<file path="src/sar_adc_pkg.sv">
package sar_adc_pkg;

    // ------------------------------------------------------------------
    // Conversion geometry
    // ------------------------------------------------------------------
    localparam int unsigned RESULT_WIDTH      = 8;
    localparam int unsigned CLOCKS_PER_BIT    = 8;
    localparam int unsigned CONV_CLOCKS       = 64;
    localparam int unsigned PHASE_WIDTH       = 3;
    localparam int unsigned BIT_IDX_WIDTH     = 3;
    localparam int unsigned EOC_DELAY_MAX     = 8;
    localparam int unsigned LATCH_CLOCKS      = 1;

    // ------------------------------------------------------------------
    // Reset values and seeds
    // ------------------------------------------------------------------
    localparam logic [7:0] SAR_RESET_VAL      = 8'h00;
    localparam logic [7:0] SAR_SEED_VAL       = 8'h80;
    localparam logic [7:0] RESULT_RESET_VAL   = 8'h00;
    localparam logic [2:0] MSB_IDX            = 3'h7;
    localparam logic [2:0] LAST_PHASE         = 3'h7;
    localparam logic [2:0] EOC_DELAY_DEFAULT  = 3'h0;

    // Sequencer states.
    typedef enum logic [2:0] {
        ST_IDLE    = 3'b000,
        ST_ARMED   = 3'b001,
        ST_COMPARE = 3'b010,
        ST_DELAY   = 3'b011,
        ST_LATCH   = 3'b100
    } conv_state_t;

endpackage

</file>
<file path="src/sar_step_if.sv">
`timescale 1ns/10ps
`default_nettype none

// Trial-step exchange between the sequencer and the approximation register.
interface sar_step_if;
    logic       seed;
    logic       decide;
    logic [2:0] bit_idx;
    logic       cmp_below;
    logic [7:0] code;

    modport seq (output seed, output decide, output bit_idx,
                 output cmp_below, input code);
    modport sar (input seed, input decide, input bit_idx,
                 input cmp_below, output code);
endinterface

`default_nettype wire

</file>
<file path="src/sar_register.sv">
`timescale 1ns/10ps
`default_nettype none

// --------------------------------------------------------------------------
// Successive approximation register
// --------------------------------------------------------------------------
module sar_register
(
    // Clock and reset.
    input  wire logic  core_clk,
    input  wire logic  rst_b,
    // Step control.
    sar_step_if.sar    step
);

    logic [7:0] code_reg;

    // Bit 7 is the MSB, bit 0 the LSB; the code drives the ladder tap.
    assign step.code = code_reg;

    // One flop per code bit: seeded on start, decided while on trial, and
    // armed to one when the bit above has just been decided. Bits that are
    // neither keep their decided value. The index compare is done in int so
    // that the MSB is never armed by the LSB decision wrapping round.
    for (genvar i = 0; i < 8; i++)
    begin : g_bit
        always_ff @(posedge core_clk)
        begin
            if (!rst_b)
                code_reg[i] <= sar_adc_pkg::SAR_RESET_VAL[i];
            else if (step.seed)
                code_reg[i] <= sar_adc_pkg::SAR_SEED_VAL[i];
            else if (step.decide && int'(step.bit_idx) == i)
                code_reg[i] <= ~step.cmp_below;
            else if (step.decide && int'(step.bit_idx) == i + 1)
                code_reg[i] <= 1'b1;
        end
    end

endmodule

`default_nettype wire

</file>
<file path="src/sar_adc_conversion_control.sv">
// Notes on behaviour
// - Start rising edge loads the register with only the MSB set.
// - Conversion begins only when start falls back low.
// - Bit under trial clears when input is below the trial reference.
// - After a decision the next lower bit is set, decided bits kept.
// - Comparing cycles run from MSB down until the LSB is decided.
// - Eight comparing cycles of eight clocks, 64 clocks per conversion.
// - Finished result goes to the output latch on the same edge as the flag rises.
// - Start pulse lowers the flag; completion and latching raise it.
// - Flag may loop back to start for continuous conversion.
// - A start during conversion resets the register and restarts.
// - Start edge to flag edge is 64 clocks plus 1-8 delay plus 1.
// - Result is captured in the data latch at conversion end.
// - Output enable high drives pins; low leaves them undriven.
// - Previous result stays visible until the new one is latched.
// - Register holds an 8-bit code, bit 7 MSB, bit 0 LSB.
// - Code selects ladder tap; the tap code is given out.
// - Data pin of weight one half carries the MSB.
`timescale 1ns/10ps
`default_nettype none

module sar_adc_conversion_control
(
    // Clock and reset.
    input  wire logic        core_clk,
    input  wire logic        rst_b,
    // Host pins.
    input  wire logic        start,
    input  wire logic        out_en,
    input  wire logic [2:0]  eoc_delay,
    // Comparator.
    input  wire logic        cmp_below,
    // Ladder tap selection.
    output logic      [7:0]  tap_code,
    // Data pins, three-state.
    output logic      [7:0]  data_out,
    output logic      [7:0]  data_oe,
    // Status.
    output logic             eoc
);

    // ----------------------------------------------------------------------
    // Elaboration checks
    // ----------------------------------------------------------------------
    // Pins, bit index and phase counter are all sized for an eight-bit code
    // resolved in eight-clock comparing cycles. A package change that breaks
    // this geometry is refused here instead of giving a quietly wrong
    // conversion length.
    if (sar_adc_pkg::RESULT_WIDTH != 8)
    begin : g_bad_width
        $error("Result width must match the eight data pins.");
    end

    if ((1 << sar_adc_pkg::BIT_IDX_WIDTH) != sar_adc_pkg::RESULT_WIDTH)
    begin : g_bad_index
        $error("Bit index cannot address every result bit.");
    end

    if ((1 << sar_adc_pkg::PHASE_WIDTH) != sar_adc_pkg::CLOCKS_PER_BIT)
    begin : g_bad_phase
        $error("Phase counter must wrap after one comparing cycle.");
    end

    if (sar_adc_pkg::CLOCKS_PER_BIT * sar_adc_pkg::RESULT_WIDTH
        != sar_adc_pkg::CONV_CLOCKS)
    begin : g_bad_length
        $error("Conversion length must be bits times clocks per bit.");
    end

    if (sar_adc_pkg::EOC_DELAY_MAX != 8)
    begin : g_bad_delay
        $error("Delay select pin covers exactly one to eight clocks.");
    end

    if (sar_adc_pkg::LATCH_CLOCKS != 1)
    begin : g_bad_latch
        $error("The result latch takes exactly one clock.");
    end

    if (sar_adc_pkg::LAST_PHASE != 3'(sar_adc_pkg::CLOCKS_PER_BIT - 1))
    begin : g_bad_last
        $error("Last phase must be the final clock of a cycle.");
    end

    if (sar_adc_pkg::MSB_IDX != 3'(sar_adc_pkg::RESULT_WIDTH - 1))
    begin : g_bad_msb
        $error("First bit on trial must be the top result bit.");
    end

    if (sar_adc_pkg::SAR_SEED_VAL
        != 8'(1 << (sar_adc_pkg::RESULT_WIDTH - 1)))
    begin : g_bad_seed
        $error("Seed code must hold the top bit alone.");
    end

    // ----------------------------------------------------------------------
    // Pin synchronisers
    // ----------------------------------------------------------------------
    logic       start_meta;
    logic       start_sync;
    logic       start_prev;
    logic       oe_meta;
    logic       oe_sync;
    logic       cmp_meta;
    logic       cmp_sync;
    logic [2:0] delay_meta;
    logic [2:0] delay_sync;

    // Every pin input passes two flops before any logic reads it. The delay
    // select is a static strap, so plain flops per bit are enough: it is
    // only read at a start rise, long after it has settled.
    always_ff @(posedge core_clk)
    begin
        if (!rst_b)
        begin
            start_meta <= 1'b0;
            start_sync <= 1'b0;
            start_prev <= 1'b0;
            oe_meta    <= 1'b0;
            oe_sync    <= 1'b0;
            cmp_meta   <= 1'b0;
            cmp_sync   <= 1'b0;
            delay_meta <= 3'h0;
            delay_sync <= 3'h0;
        end
        else
        begin
            start_meta <= start;
            start_sync <= start_meta;
            start_prev <= start_sync;
            oe_meta    <= out_en;
            oe_sync    <= oe_meta;
            cmp_meta   <= cmp_below;
            cmp_sync   <= cmp_meta;
            delay_meta <= eoc_delay;
            delay_sync <= delay_meta;
        end
    end

    // ----------------------------------------------------------------------
    // Start edge detection
    // ----------------------------------------------------------------------
    logic start_rise;
    logic start_fall;

    // Edges come from the second synchroniser stage and its delayed copy.
    // Both reset low, the idle level of the pin, so releasing reset with
    // the pin low never fakes a start.
    assign start_rise = start_sync & ~start_prev;
    assign start_fall = ~start_sync & start_prev;

    // ----------------------------------------------------------------------
    // Sequencer
    // ----------------------------------------------------------------------
    sar_adc_pkg::conv_state_t state_reg;
    logic [2:0]               phase_reg;
    logic [2:0]               bit_reg;
    logic [2:0]               delay_reg;
    logic [2:0]               delay_cfg_reg;
    logic                     last_phase;

    sar_step_if step ();

    // Step controls for the register: seed on any start rise, decide on
    // the last clock of each comparing cycle.
    assign last_phase     = (phase_reg == sar_adc_pkg::LAST_PHASE);
    assign step.seed      = start_rise;
    assign step.decide    = (state_reg == sar_adc_pkg::ST_COMPARE)
                            && last_phase;
    assign step.bit_idx   = bit_reg;
    assign step.cmp_below = cmp_sync;

    // The register keeps the code; this block only sequences it.
    sar_register u_sar
    (
        .core_clk (core_clk),
        .rst_b    (rst_b),
        .step     (step)
    );

    // The host delay pin sets the end-of-conversion delay; 0 means one clock.
    // Sampled at the start rise so a change mid-run cannot stretch it.
    always_ff @(posedge core_clk)
    begin
        if (!rst_b)
            delay_cfg_reg <= sar_adc_pkg::EOC_DELAY_DEFAULT;
        else if (start_rise)
            delay_cfg_reg <= delay_sync;
    end

    // State walk: armed on rise, compare after fall, delay, latch, idle.
    // A fresh start rise wins from any state, so a running conversion
    // restarts instead of finishing with a stale code.
    always_ff @(posedge core_clk)
    begin
        if (!rst_b)
            state_reg <= sar_adc_pkg::ST_IDLE;
        else if (start_rise)
            state_reg <= sar_adc_pkg::ST_ARMED;
        else
        begin
            case (state_reg)
                sar_adc_pkg::ST_IDLE:
                    state_reg <= sar_adc_pkg::ST_IDLE;
                sar_adc_pkg::ST_ARMED:
                    if (start_fall)
                        state_reg <= sar_adc_pkg::ST_COMPARE;
                sar_adc_pkg::ST_COMPARE:
                    if (last_phase && bit_reg == 3'h0)
                        state_reg <= sar_adc_pkg::ST_DELAY;
                sar_adc_pkg::ST_DELAY:
                    if (delay_reg == delay_cfg_reg)
                        state_reg <= sar_adc_pkg::ST_LATCH;
                sar_adc_pkg::ST_LATCH:
                    state_reg <= sar_adc_pkg::ST_IDLE;
                default:
                    state_reg <= sar_adc_pkg::ST_IDLE;
            endcase
        end
    end

    // Clock-within-cycle counter: eight clocks per comparing cycle.
    // It wraps by itself, so the next bit starts with no extra compare.
    always_ff @(posedge core_clk)
    begin
        if (!rst_b)
            phase_reg <= 3'h0;
        else if (state_reg != sar_adc_pkg::ST_COMPARE || start_rise)
            phase_reg <= 3'h0;
        else
            phase_reg <= phase_reg + 3'h1;
    end

    // Bit under trial, stepping from MSB toward LSB.
    // It stops at the LSB; the state walk leaves compare on that decision.
    always_ff @(posedge core_clk)
    begin
        if (!rst_b)
            bit_reg <= sar_adc_pkg::MSB_IDX;
        else if (start_rise)
            bit_reg <= sar_adc_pkg::MSB_IDX;
        else if (step.decide && bit_reg != 3'h0)
            bit_reg <= bit_reg - 3'h1;
    end

    // End-of-conversion delay counter.
    // Counts from zero in the delay state; leaving on a match with the
    // stored select gives select plus one delay clocks.
    always_ff @(posedge core_clk)
    begin
        if (!rst_b)
            delay_reg <= 3'h0;
        else if (state_reg != sar_adc_pkg::ST_DELAY)
            delay_reg <= 3'h0;
        else
            delay_reg <= delay_reg + 3'h1;
    end

    // ----------------------------------------------------------------------
    // Output latch and pins
    // ----------------------------------------------------------------------
    // The data pin flop is the result latch itself. It loads on the same
    // edge as the flag rises, so a host that reads on the flag never sees
    // the previous code; a separate pin stage would lag the flag a clock.
    // It only loads in the latch state, so the old result stays on the
    // pins for the whole of the next conversion; a restart in the latch
    // state drops the finished code. Bit 7 is the weight-one-half pin.
    always_ff @(posedge core_clk)
    begin
        if (!rst_b)
            data_out <= sar_adc_pkg::RESULT_RESET_VAL;
        else if (state_reg == sar_adc_pkg::ST_LATCH && !start_rise)
            data_out <= step.code;
    end

    // Pin enable and ladder tap are registered so every output comes
    // straight from a flop; the tap runs one clock behind the code, which
    // the comparator synchroniser has to wait out in any case.
    always_ff @(posedge core_clk)
    begin
        if (!rst_b)
        begin
            data_oe  <= 8'h00;
            tap_code <= sar_adc_pkg::SAR_RESET_VAL;
        end
        else
        begin
            data_oe  <= {8{oe_sync}};
            tap_code <= step.code;
        end
    end

    // Flag falls on a start rise and rises on the edge that leaves the
    // latch state, together with the new result on the pins, so a
    // looped-back flag retriggers cleanly for continuous conversion. A
    // start rise in the latch state wins: the restart drops that result.
    always_ff @(posedge core_clk)
    begin
        if (!rst_b)
            eoc <= 1'b0;
        else if (start_rise)
            eoc <= 1'b0;
        else if (state_reg == sar_adc_pkg::ST_LATCH)
            eoc <= 1'b1;
    end

endmodule

`default_nettype wire

</file>
<file path="config.mk">
export PLATFORM = sky130hd
export DESIGN_NAME = sar_adc_conversion_control
export DESIGN_NICKNAME = d
export VERILOG_FILES = /design/src/sar_adc_pkg.sv /design/src/sar_step_if.sv /design/src/sar_register.sv /design/src/sar_adc_conversion_control.sv
export SDC_FILE = /design/constraint.sdc
export NUM_CORES = 1
export LEC_CHECK = 0
export ABC_CLOCK_PERIOD_IN_PS = 4000
export CAP_MARGIN = 10
export CORE_MARGIN = 4
export CORE_UTILIZATION = 30
export DETAILED_ROUTE_END_ITERATION = 16
export DONT_BUFFER_PORTS = 1
export PLACE_DENSITY = 0.54
export SLEW_MARGIN = 30
export SYNTH_ARGS = -nofsm -noshare
export SYNTH_HDL_FRONTEND = slang
export SYNTH_HIERARCHICAL = 1
export SYNTH_SLANG_ARGS = --single-unit
</file>
<file path="constraint.sdc">
create_clock -name core_clk -period 4 [get_ports core_clk]
set_input_delay 0.4 -clock core_clk [delete_from_list [all_inputs] [get_ports core_clk]]
set_output_delay 0.4 -clock core_clk [all_outputs]
set_load 0.02 [all_outputs]
</file>
# After elaboration in Yosys (flattened, before gate mapping)
# Cells that the tools add are included.
[op_classes]
n_reduce_logical = 30
n_eq_ne = 21
muxes = 21
n_addsub = 3
n_bitwise = 6
[op_table]
columns = ["op", "count"]
rows = [
  ["equality test 3 bit (second input constant)", 6],
  ["two-way mux 1 bit", 17],
  ["nonzero test 2 bit", 8],
  ["equality test 3 x 2 -> 1 bit (second input constant)", 4],
  ["logical AND 1 bit", 12],
  ["two-way mux 3 bit", 3],
  ["inequality test 3 x 2 -> 1 bit (second input constant)", 3],
  ["case mux 3 bit (3 select lines)", 1],
  ["adder 3 x 1 -> 3 bit (second input constant)", 2],
  ["equality test 3 x 1 -> 1 bit (second input constant)", 2],
  ["zero test 3 bit", 2],
  ["inequality test 3 bit (second input constant)", 2],
  ["AND reduction 3 bit", 2],
  ["OR reduction 2 bit", 3],
  ["inequality test 2 bit (second input constant)", 2],
  ["NOT 1 bit", 4],
  ["equality test 3 bit", 1],
  ["nonzero test 3 bit", 1],
  ["subtractor 3 x 1 -> 3 bit (second input constant)", 1],
  ["bitwise AND 1 bit", 2],
  ["inequality test 2 x 1 -> 1 bit (second input constant)", 1],
  ["zero test 1 bit", 1],
  ["logical OR 1 bit", 1],
]
[word_totals]
register_bits = 54
wordCells = 108
in_bits = 8

# Logic depth before layout (Yosys ltp)
[depth]
ltp_word = 5
depth_mapped = 8

# By module
# The synthesis kept the hierarchy.
[by_module_without_submodules]
columns = ["mod", "seq_area_each_um2", "cells_each", "instances", "area_per_inst_um2"]
rows = [
  ["sar_adc_conversion_control", 920.9, 167, 1, 1731.7],
  ["sar_register", 160.2, 41, 1, 381.6],
]

# Worst setup path after synthesis
# OpenSTA, ideal clock, no wires.
[synth_path]
kind = "flip-flop to flip-flop"
from = "register phase_reg[0]"
to = "register u_sar.code_reg[3] (netlist: u_sar/step.code[3])"
path_stages_with_launch = 9
setup_ns = 0.130
t_arrival_ns = 1.551
path_buffers = 2
path_slack_ns = 2.319
required_time_ns = 3.870
cell_sequence = "dfxtp_1 ha_1 ha_1 nor4bb_1 buf_2 and2_2 clkbuf_2 a221oi_1 a311oi_1"
[synth_via]
elab_chain_cells = 4
word_cells_on_any_way = 6
[synth_lines]
columns = ["item", "line", "source"]
rows = [
  ["from (decl)", "sar_adc_conversion_control.sv:156", "logic [2:0] phase_reg;"],
  ["from (signal assigned)", "sar_adc_conversion_control.sv:231", "phase_reg <= phase_reg + 3'h1;"],
  ["equality test 3 bit (*)", "sar_adc_conversion_control.sv:166", "assign last_phase = (phase_reg == sar_adc_pkg::LAST_PHASE);"],
  ["logical AND 1 bit (*)", "sar_adc_conversion_control.sv:169", "&& last_phase;"],
  ["named net step.decide", "sar_step_if.sv:7", "logic decide;"],
  ["logical AND 1 bit, on equally long branches", "sar_register.sv:33, sar_register.sv:35", ""],
  ["two-way mux 1 bit / nonzero test 2 bit (equally long branches)", "n/a", ""],
  ["to (signal, indexed assignment)", "sar_register.sv:30", "code_reg[i] <= sar_adc_pkg::SAR_RESET_VAL[i];"],
  ["to (signal, indexed assignment)", "sar_register.sv:32", "code_reg[i] <= sar_adc_pkg::SAR_SEED_VAL[i];"],
  ["to (signal, indexed assignment)", "sar_register.sv:34", "code_reg[i] <= ~step.cmp_below;"],
  ["to (decl)", "sar_register.sv:16", "logic [7:0] code_reg;"],
]
# Mark *: on every way through the listed nets, which the timed path passes. The rest lies on a longest branch.
# A chain may end at the register's enable or synchronous reset.

# Final worst setup path
[layout_path]
from = "register phase_reg[0]"
to = "register u_sar.code_reg[3] (netlist: u_sar/step.code[3])"
[layout_via]
elab_chain_cells = 4
word_cells_on_any_way = 6
[layout_lines]
columns = ["item", "line"]
rows = [
  ["equality test 3 bit (*)", "sar_adc_conversion_control.sv:166"],
  ["logical AND 1 bit (*)", "sar_adc_conversion_control.sv:169"],
  ["logical AND 1 bit, on equally long branches", "sar_register.sv:33, sar_register.sv:35"],
  ["two-way mux 1 bit / nonzero test 2 bit (equally long branches)", "n/a"],
]
# Every way passes the cells marked *; elsewhere a longest branch is shown, timed or not.

==> results.tsv <==
metric	value	unit
Post-CTS Setup Bufs	0	
antenna viol nets, final	0	
Cell variety after synth	40	
Hold Crit Class	primary input to register	
Syn. warnings	6	
Final Setup Violations	0	
Reg power frac	0.644	
row cnt	30	
DRT iter0 DRCs	76	
final wirelength	3440	um
layout cell share with drive strength beyond 1	0.0872	
worst rel slew slack	0.466	
startpoint of the worst hold path	eoc_delay[0]	
Die W	91.9	um
pin count of the biggest net entering global routing	42	
P_int	0.688	mW
Synth Area in Compound Gates	0.119	
CP Class	register to register	
RSZ-0062 raised after global routing	no	
mux contribution to synthesized area	0.0142	
post-cts resize count	0	
Hold Slack	0.224	ns
logic gate share of total power	0.019	
max-slew violations	0	
Synth Area in XOR/XNOR	0.0166	
clock transition at the registers of the reported paths	0.09	ns
area share of the largest cell type after synthesis	0.512	
static leakage	0.845	nW
first-pass GRT wire length	5890	um
multi-input logic area	886	um^2
commonest register cell after synthesis	dfxtp_1	
Hold Fails Final Rpt	0	
status	finished, final reports clean	
Crit. Startpoint	phase_reg[0]$_SDFF_PP0_	
required time of the critical path	4.20	ns
Layout Nets	211	
Clk pwr share	0.336	
FF+latch count, synth	54	
hpwl dp	2350	um
sequential area share after synthesis	0.512	
Critical Path End Type	register	
die height	91.9	um
simple-gate share of the synthesized area	0.225	
r2r endpoint	u_sar/step.code[3]$_SDFFE_PP0P_	
floorplan core area	6830	um^2
R2R setup slack	1.65	ns
post-synth top area cell	dfxtp_1	
hold_buf cts	0	
Synth top cells by count	dfxtp_1 (54), and2_1 (24), nand2_1 (20)	
Final Wtd Congestion	0.830	
initial antenna violation count	0	
WL/cell	11.8	um
reg2reg start	phase_reg[0]$_SDFF_PP0_	
largest family of logic cells by synthesized area	simple AND/OR/NAND/NOR gates	
Slew @ Worst Pin	0.803	ns
total net switching power	0.169	mW
H-Tree Depth	2	
clk_skew	0.00691	ns
fin crit share	0.589	
setup_tns	0	ns
io pins	33	
vias in the first global route	1244	
Post-synth ARST share	0	
PwrDens	390	nW/um^2
Synth Cell Area	2110	um^2
GRT Resource Usage Total	0.0873	
Post-synth EDFFs	0	
syn nets	223	
post-layout util	0.322	
crit path max fanout	9	
initial core utilization	0.309	
drt pass-1 iters	4	
CTS tree	done	
CTS sink cnt	54	
die area	8450	um^2
Worst Hold Depth	1	
vias per inst	4.42	
VDD IR-drop max	0.000202	V
Syn Inst Count	208	
port buffer count	0	
total number of vias	1286	
count leader, synth	dfxtp_1	
fill cell count	723	
Synth Area in Adders	0.0414	
max-cap viol count	0	
Synth area leaders	dfxtp_1 (51%), and2_1 (7.1%), ha_1 (4.1%), nand2_1 (3.6%), a21boi_1 (2.8%)	
clock latency at the later pin of the worst-skew pair	0.29	ns
WP data arrival	2.55	ns
Fmax	425	MHz
area grow syn2layout	3.97	%
CTS Buffer Depth	2	
Num CTS Buffers	5	
Sw Ratio	0.197	
Hold Path End	delay_meta[0]$_SDFF_PN0_	
startpoint types	register	
minimum clock period	2.35	ns
Worst Reg-to-Reg Cells	6	
register area	1080	um^2
global route overflow	0	
CTS root buf	clkbuf_8	
Remaining DRCs	0	
syn avg cell area	10.2	um^2
# diodes	0	
[worst max-delay path: stages, from the launching register on]
cell      delay [ns]
dfxtp_1         0.34
ha_1            0.15
ha_1            0.15
nor4bb_2        0.62
nor2b_1         0.53
a221oi_1        0.17
a311oi_1        0.28
[per-layer routing]
| metal | up-vias | GRT usage | wire (um) | share of wire |
|---|---|---|---|---|
| li1 | 662 | - | - | - |
| met1 | 582 | 0.107 | 1630 | 0.47 |
| met2 | 39 | 0.144 | 1580 | 0.46 |
| met3 | 3 | 0.0312 | 205 | 0.060 |
| met4 | 0 | 0.0260 | 21 | 0.0061 |
| met5 | - | 0 | 0 | 0 |
[kinds of logic after synthesis]
| family | count (synthesis) |
|---|---|
| adders and majority gates | 7 |
| AOI/OAI and AO/OA | 36 |
| muxes | 3 |
| buffers and inverters | 26 |
| and+or+nand+nor | 78 |
| DFF | 54 |
| xor gates and xnor gates | 4 |
[worst max-delay path by stage]
stage / slack, ns / end / cells after the start
floorplan: 2.32 / u_sar/step.code[3]$_SDFFE_PP0P_ / 8
global placement: 1.63 / u_sar/step.code[3]$_SDFFE_PP0P_ / 6
detailed placement: 1.51 / u_sar/step.code[3]$_SDFFE_PP0P_ / 6
CTS: 1.47 / u_sar/step.code[3]$_SDFFE_PP0P_ / 6
global route: 1.50 / u_sar/step.code[3]$_SDFFE_PP0P_ / 6
finish: 1.65 / u_sar/step.code[3]$_SDFFE_PP0P_ / 6
[per-stage QoR]
step	instance area, um^2	power (mW)	cells	setup WS (ns)
6_report	2200	0.857	291	1.65
5_1_grt	2200	0.896	291	1.50
4_1_cts	2190	0.873	291	1.47
3_5_place_dp	2110	0.582	285	1.51
3_3_place_gp	2110	0.582	285	1.63
2_1_floorplan	2110	0.585	208	2.32
[power groups by stage]
stage	combinational, mW	clock [mW]	sequential, mW
final	0.0165	0.288	0.552
after global placement	0.0168	0	0.565
after detailed placement	0.0168	0	0.565
after global routing	0.0188	0.324	0.554
after floorplan	0.0245	0	0.561
after CTS	0.0169	0.304	0.553
[cell usage in the layout (no fill, tap or decap), types with 2 or more instances in the layout]
master / netlist / routed
o21ai_1: 3 / 3
and2_1: 24 / 24
dfxtp_1: 54 / 53
and2_2: 2 / 2
mux2i_1: 3 / 3
a21oi_1: 11 / 11
nor3b_2: 2 / 2
nor2_1: 9 / 9
a21boi_1: 8 / 8
nand4b_1: 2 / 2
clkbuf_8: 0 / 6
xor2_1: 3 / 3
nand2_1: 20 / 20
nor2b_1: 6 / 6
inv_1: 7 / 7
ha_1: 7 / 7
a311oi_1: 5 / 5
and3_1: 3 / 3
nand2b_1: 3 / 3
[layout make-up]
class                      count  area share
inverter                       7      0.0120
clock buffer                   6      0.0376
multi-input combinational    128       0.403
sequential                    54       0.493
tap                           96      0.0547
Power figures use the tool's default switching activity.
